### config.mk
export PLATFORM = sky130hd
export DESIGN_NAME = async_serial_break_idle_tx
export DESIGN_NICKNAME = d
export VERILOG_FILES = /design/src/design/break_idle_pkg.sv /design/src/design/async_serial_break_idle_tx.sv
export SDC_FILE = /design/constraint.sdc
export NUM_CORES = 1
export LEC_CHECK = 0
export BUFFER_PORTS_ARGS = -buffer_cell sky130_fd_sc_hd__buf_4
export CORE_ASPECT_RATIO = 0.7
export CORE_UTILIZATION = 50
export DETAILED_ROUTE_END_ITERATION = 16
export GPL_TIMING_DRIVEN = 0
export PLACE_DENSITY = 0.74
export SYNTH_ARGS = -nofsm -noshare
export SYNTH_HDL_FRONTEND = slang
export SYNTH_SLANG_ARGS = --single-unit
### constraint.sdc
create_clock -name ref_clk -period 1.8 [get_ports ref_clk]
set_clock_uncertainty 0.2 [all_clocks]
set_input_delay 0.09 -clock ref_clk [delete_from_list [all_inputs] [get_ports ref_clk]]
set_output_delay 0.09 -clock ref_clk [all_outputs]
set_load 0.01 [all_outputs]
### src/design/break_idle_pkg.sv
/*
 Package for the asynchronous serial break and idle transmitter: frame lengths, counter widths,
 reset values and the state carrier. Assumes a single 10 MHz clock and synchronous inputs.
*/
// Summary of operation
// - Eight-bit mode break lasts exactly 10 bits
// - Nine-bit mode break lasts exactly 11 bits
// - Break characters repeat while break bit set
// - Enable low-then-high queues one idle frame
// - Queued idle goes first, then exact break
package break_idle_pkg;
	localparam int BAUD_W = 16;
	localparam logic [3:0] FRAME_BITS_8 = 4'hA;
	localparam logic [3:0] FRAME_BITS_9 = 4'hB;
	localparam logic [BAUD_W-1:0] BAUD_DIV_RESET = 16'h0001;

	typedef enum logic [2:0] {
		ST_IDLE = 3'b001,
		ST_IDLE_FRAME = 3'b010,
		ST_BREAK = 3'b100
	} tx_state_t;

	typedef struct packed {
		tx_state_t state;
		logic [BAUD_W-1:0] baud_cnt;
		logic [3:0] bit_cnt;
		logic [3:0] frame_len;
		logic idle_pending;
		logic break_pending;
		logic enable_prev;
		logic break_prev;
		logic tx_line;
		logic busy;
	} tx_regs_t;
endpackage : break_idle_pkg

### src/design/async_serial_break_idle_tx.sv
/*
 Break and idle generator for the serial transmit pin. Control bits are plain inputs, taken
 synchronous to ref_clk. A bit time is baud_div+1 clocks; baud_div is held stable while busy.
*/
`timescale 1ns/100ps
module async_serial_break_idle_tx
	import break_idle_pkg::*;
(
	// Clock, reset, enable
	input wire logic ref_clk,
	input wire logic reset,
	input wire logic clk_en,
	// Software control bits
	input wire logic break_send_bit,
	input wire logic transmitter_enable_bit,
	input wire logic word_length_sel,
	input wire logic [BAUD_W-1:0] baud_div,
	// Line and status
	output logic tx_pin,
	output logic tx_busy
);
	tx_regs_t r;
	tx_regs_t next_r;
	logic bit_end;
	logic frame_end;

	assign bit_end = (r.baud_cnt == baud_div);
	assign frame_end = bit_end && (r.bit_cnt == r.frame_len - 4'h1);
	assign tx_pin = r.tx_line;
	assign tx_busy = r.busy;

	// Next-state logic: request capture, then frame sequencing
	always_comb begin
		next_r = r;
		next_r.enable_prev = transmitter_enable_bit;
		next_r.break_prev = break_send_bit;
		if (transmitter_enable_bit && !r.enable_prev)
			next_r.idle_pending = 1'b1;
		if (break_send_bit && !r.break_prev)
			next_r.break_pending = 1'b1;
		unique case (r.state)
			ST_IDLE: begin
				next_r.baud_cnt = '0;
				next_r.bit_cnt = 4'h0;
				next_r.frame_len = word_length_sel ? FRAME_BITS_9 : FRAME_BITS_8;
				if (r.idle_pending && transmitter_enable_bit) begin
					next_r.state = ST_IDLE_FRAME;
					next_r.idle_pending = 1'b0;
					next_r.tx_line = 1'b1;
					next_r.busy = 1'b1;
				end else if (r.break_pending || break_send_bit) begin
					next_r.state = ST_BREAK;
					next_r.break_pending = 1'b0;
					next_r.tx_line = 1'b0;
					next_r.busy = 1'b1;
				end else begin
					next_r.tx_line = 1'b1;
					next_r.busy = 1'b0;
				end
			end
			ST_IDLE_FRAME, ST_BREAK: begin
				next_r.baud_cnt = bit_end ? '0 : r.baud_cnt + 16'h0001;
				if (bit_end)
					next_r.bit_cnt = r.bit_cnt + 4'h1;
				if (frame_end) begin
					// Frame ends: pin back high, one clean idle-high clock
					next_r.state = ST_IDLE;
					next_r.tx_line = 1'b1;
					next_r.busy = 1'b0;
					if (r.state == ST_BREAK)
						next_r.break_pending = 1'b0;
				end
			end
		endcase
	end

	// State register
	always_ff @(posedge ref_clk) begin
		if (reset) begin
			// Line parks high and no request is held over a reset
			r <= '{
				state: ST_IDLE,
				baud_cnt: '0,
				bit_cnt: 4'h0,
				frame_len: FRAME_BITS_8,
				idle_pending: 1'b0,
				break_pending: 1'b0,
				enable_prev: 1'b0,
				break_prev: 1'b0,
				tx_line: 1'b1,
				busy: 1'b0
			};
		end else if (clk_en) begin
			r <= next_r;
		end
	end

	// Low stretch measured in clocks while enabled
	logic [19:0] low_clocks;
	always_ff @(posedge ref_clk) begin
		if (reset)
			low_clocks <= '0;
		else if (clk_en)
			low_clocks <= r.tx_line ? 20'h00000 : low_clocks + 20'h00001;
	end

	// Clocks spent in the current frame, cleared between frames
	logic [19:0] frame_clocks;
	always_ff @(posedge ref_clk) begin
		if (reset) begin
			frame_clocks <= '0;
		end else if (clk_en) begin
			frame_clocks <= (r.state == ST_IDLE) ? 20'h00000 : frame_clocks + 20'h00001;
		end
	end
endmodule : async_serial_break_idle_tx

==> metrics.cfg <==
[outcome]
status=complete, but fails checks
violations=setup timing

[layout]
drive_gt1_frac=0.345
multiInputGateArea_um2=1080
fillers=195
seqCellArea_um2=623
final_area_um2=2220
area_growth_pct=38.8
antenna_cells=0
nNetsFinal=255

[synthesis]
yosysWarnings=0
yosys.area_share.xor_xnor=0.170
synth.cell_area_um2=1600
postSynthAreaPerCell_um2=8.55
ys_types=38
synth_ff_type=dfxtp_1
ys_ff_latch=30
synth_top_family_by_area=simple AND/OR/NAND/NOR gates
synth_edf_count=0
async_flop_share=0
synthCells=187
synthSimpleGateAreaFrac=0.246
muxShareOfSynthArea=0.0125
synth_top_area_share=0.376
synth_common_cells=dfxtp_1, xor2_1, nor2_1
synthAdderAreaFrac=0.0156
synth_compound_area_frac=0.139
post-synth-top-count-cell=dfxtp_1
yosysTopAreaCell=dfxtp_1
synthTopCellsByArea=dfxtp_1, xor2_1, nor2_1
ys_seq_area_frac=0.376
syn-num-nets=211

[placement]
placed_cell_area_um2=1820
place_ws_ns=-0.315
hpwl_um=2910
gp_congestion=0.910
portBuffers=23

[setup_path]
crit_path_start_kind=register
path_class=register to register
crit_arrival_ns=1.94
startpoint=r[21]$_SDFFE_PP0P_
r2r_start=r[21]$_SDFFE_PP0P_
crit_required_ns=1.83
cp-end-kind=register
crit_fanout=5

[pwr]
ir_worst_vdd_mv=0.588
p_leak_nw=0.949
p_per_area_nw_per_um2=689

[flow_run]
max-cap-violations=0

[global_routing]
grt_usage=0.269
antenna_found_initial=0
grt_pass1_wl_um=6980
grt_max_degree=11
grt_overflow_total=0
grt_pass1_vias=1513

[clock_tree]
clock_sinks=30
h-tree-depth=2
clk_pin_slew_worst_paths_ns=0.06
insertion_delay_ns=0.28
cts_tree=yes
numCtsBuffers=5
clk_path_buf_depth=2
clockRootBuffer=clkbuf_8

[route]
routed_via_density=6.04
drc=0
drtIter0Drc=164
dr.pass1.iters=4
vias=1618
routedWlPerCell_um=17.2
ant_nets=0
routed_wl_um=4610

[sta]
period_minus_slack_ns=1.90
finalHoldViolCount=0
rsz0062_at_grt=yes
tns_ns=-1.16
setup_viol=20
slew_headroom=0.642
drv_slew=0
max_freq_mhz=526
setup_ws_ns=-0.103
finalCritPeriodShare=1.06
worstMarginPinSlew_ns=0.537

[floorplan]
coreArea_um2=2920
fp.dieH_um=49.3
die_area_um2=3430
start_util=0.547
io_pins=24
die_width_um=69.6
rows=16

[hold_path]
hp-start=clk_en
min_path_type=input pin to register

==> state kept, by name, summed over array words and instances, names as in the netlist <==
name,flops
r,28
tx_pin,1
tx_busy,1
==> metal layers <==
metal	track usage	routed length [µm]	vias up
li1	-	-	750
met1	0.359	1880	763
met2	0.411	2070	94
met3	0.0950	543	11
met4	0.0782	109	0
met5	0	0	-
==> where the power goes <==
part           leakage [nW]  internal, mW  switching (mW)  total [mW]
Clock                0.0575         0.386           0.253       0.638
Combinational         0.641        0.0948           0.102       0.197
Sequential            0.250         0.675          0.0182       0.694
==> layout make-up <==
cell class,instances,area share
multi-input combinational,146,0.485
sequential,30,0.281
timing repair buffer,37,0.131
clock buffer,8,0.0496
buffer,6,0.0254
tap,36,0.0203
inverter,5,0.00846
==> placed cells by master, fill, tap and decap left out, types with 6 or more instances in the layout <==
master    netlist  final
a21oi_1         7      7
buf_4           0     31
clkbuf_8        0      8
dfxtp_1        30     18
dfxtp_2         0      9
nand2_1        16     16
nand3_1        12     12
nor2_1         26     20
o21ai_0         6      6
xor2_1         27     25
==> through the flow <==
step | cells | util | power [mW] | hold WS, ns
floorplan | 187 | - | 0.791 | 0.0372
global placement | 246 | 0.622 | 0.858 | 0.164
detailed placement | 246 | 0.622 | 0.864 | 0.176
CTS | 265 | 0.713 | 1.51 | 0.0433
global route | 268 | 0.759 | 1.59 | 0.0714
finish | 268 | 0.759 | 1.53 | 0.0572
==> cell families after synthesis <==
kind of cell	count (synthesis)
and+or+nand+nor	80
AOI/OAI and AO/OA	31
xor gates and xnor gates	31
DFF	30
buffers and inverters	11
muxes	2
adders and majority gates	2
==> path summary, 6_finish.rpt <==
path	end	slack (ns)	cells after the start
max	r[12]$_SDFFE_PP0P_	-0.10	7
min	r[10]$_SDFFE_PP0P_	0.06	4
max reg2reg	r[12]$_SDFFE_PP0P_	-0.10	7
min reg2reg	r[3]$_SDFFE_PP0P_	0.26	2
==> worst max-delay path, stage by stage, from the launching register on <==
cell,delay (ns)
dfxtp_2,0.35
xor2_1,0.17
nor4_2,0.29
nand4_1,0.15
buf_6,0.16
buf_8,0.13
o41ai_2,0.26
a31o_2,0.14
==> timing repair <==
action / 4_1_cts / 5_1_grt
endpoints found under the setup margin: 26 / 26
pin swaps: 10 / 15
gates resized for setup: 18 / 28
setup buffers: 7 / 2
cloned: 1 / 1
hold endpoints to repair: 3 / 0
hold buffers: 3 / 0
(Power assumes the default switching activity.)
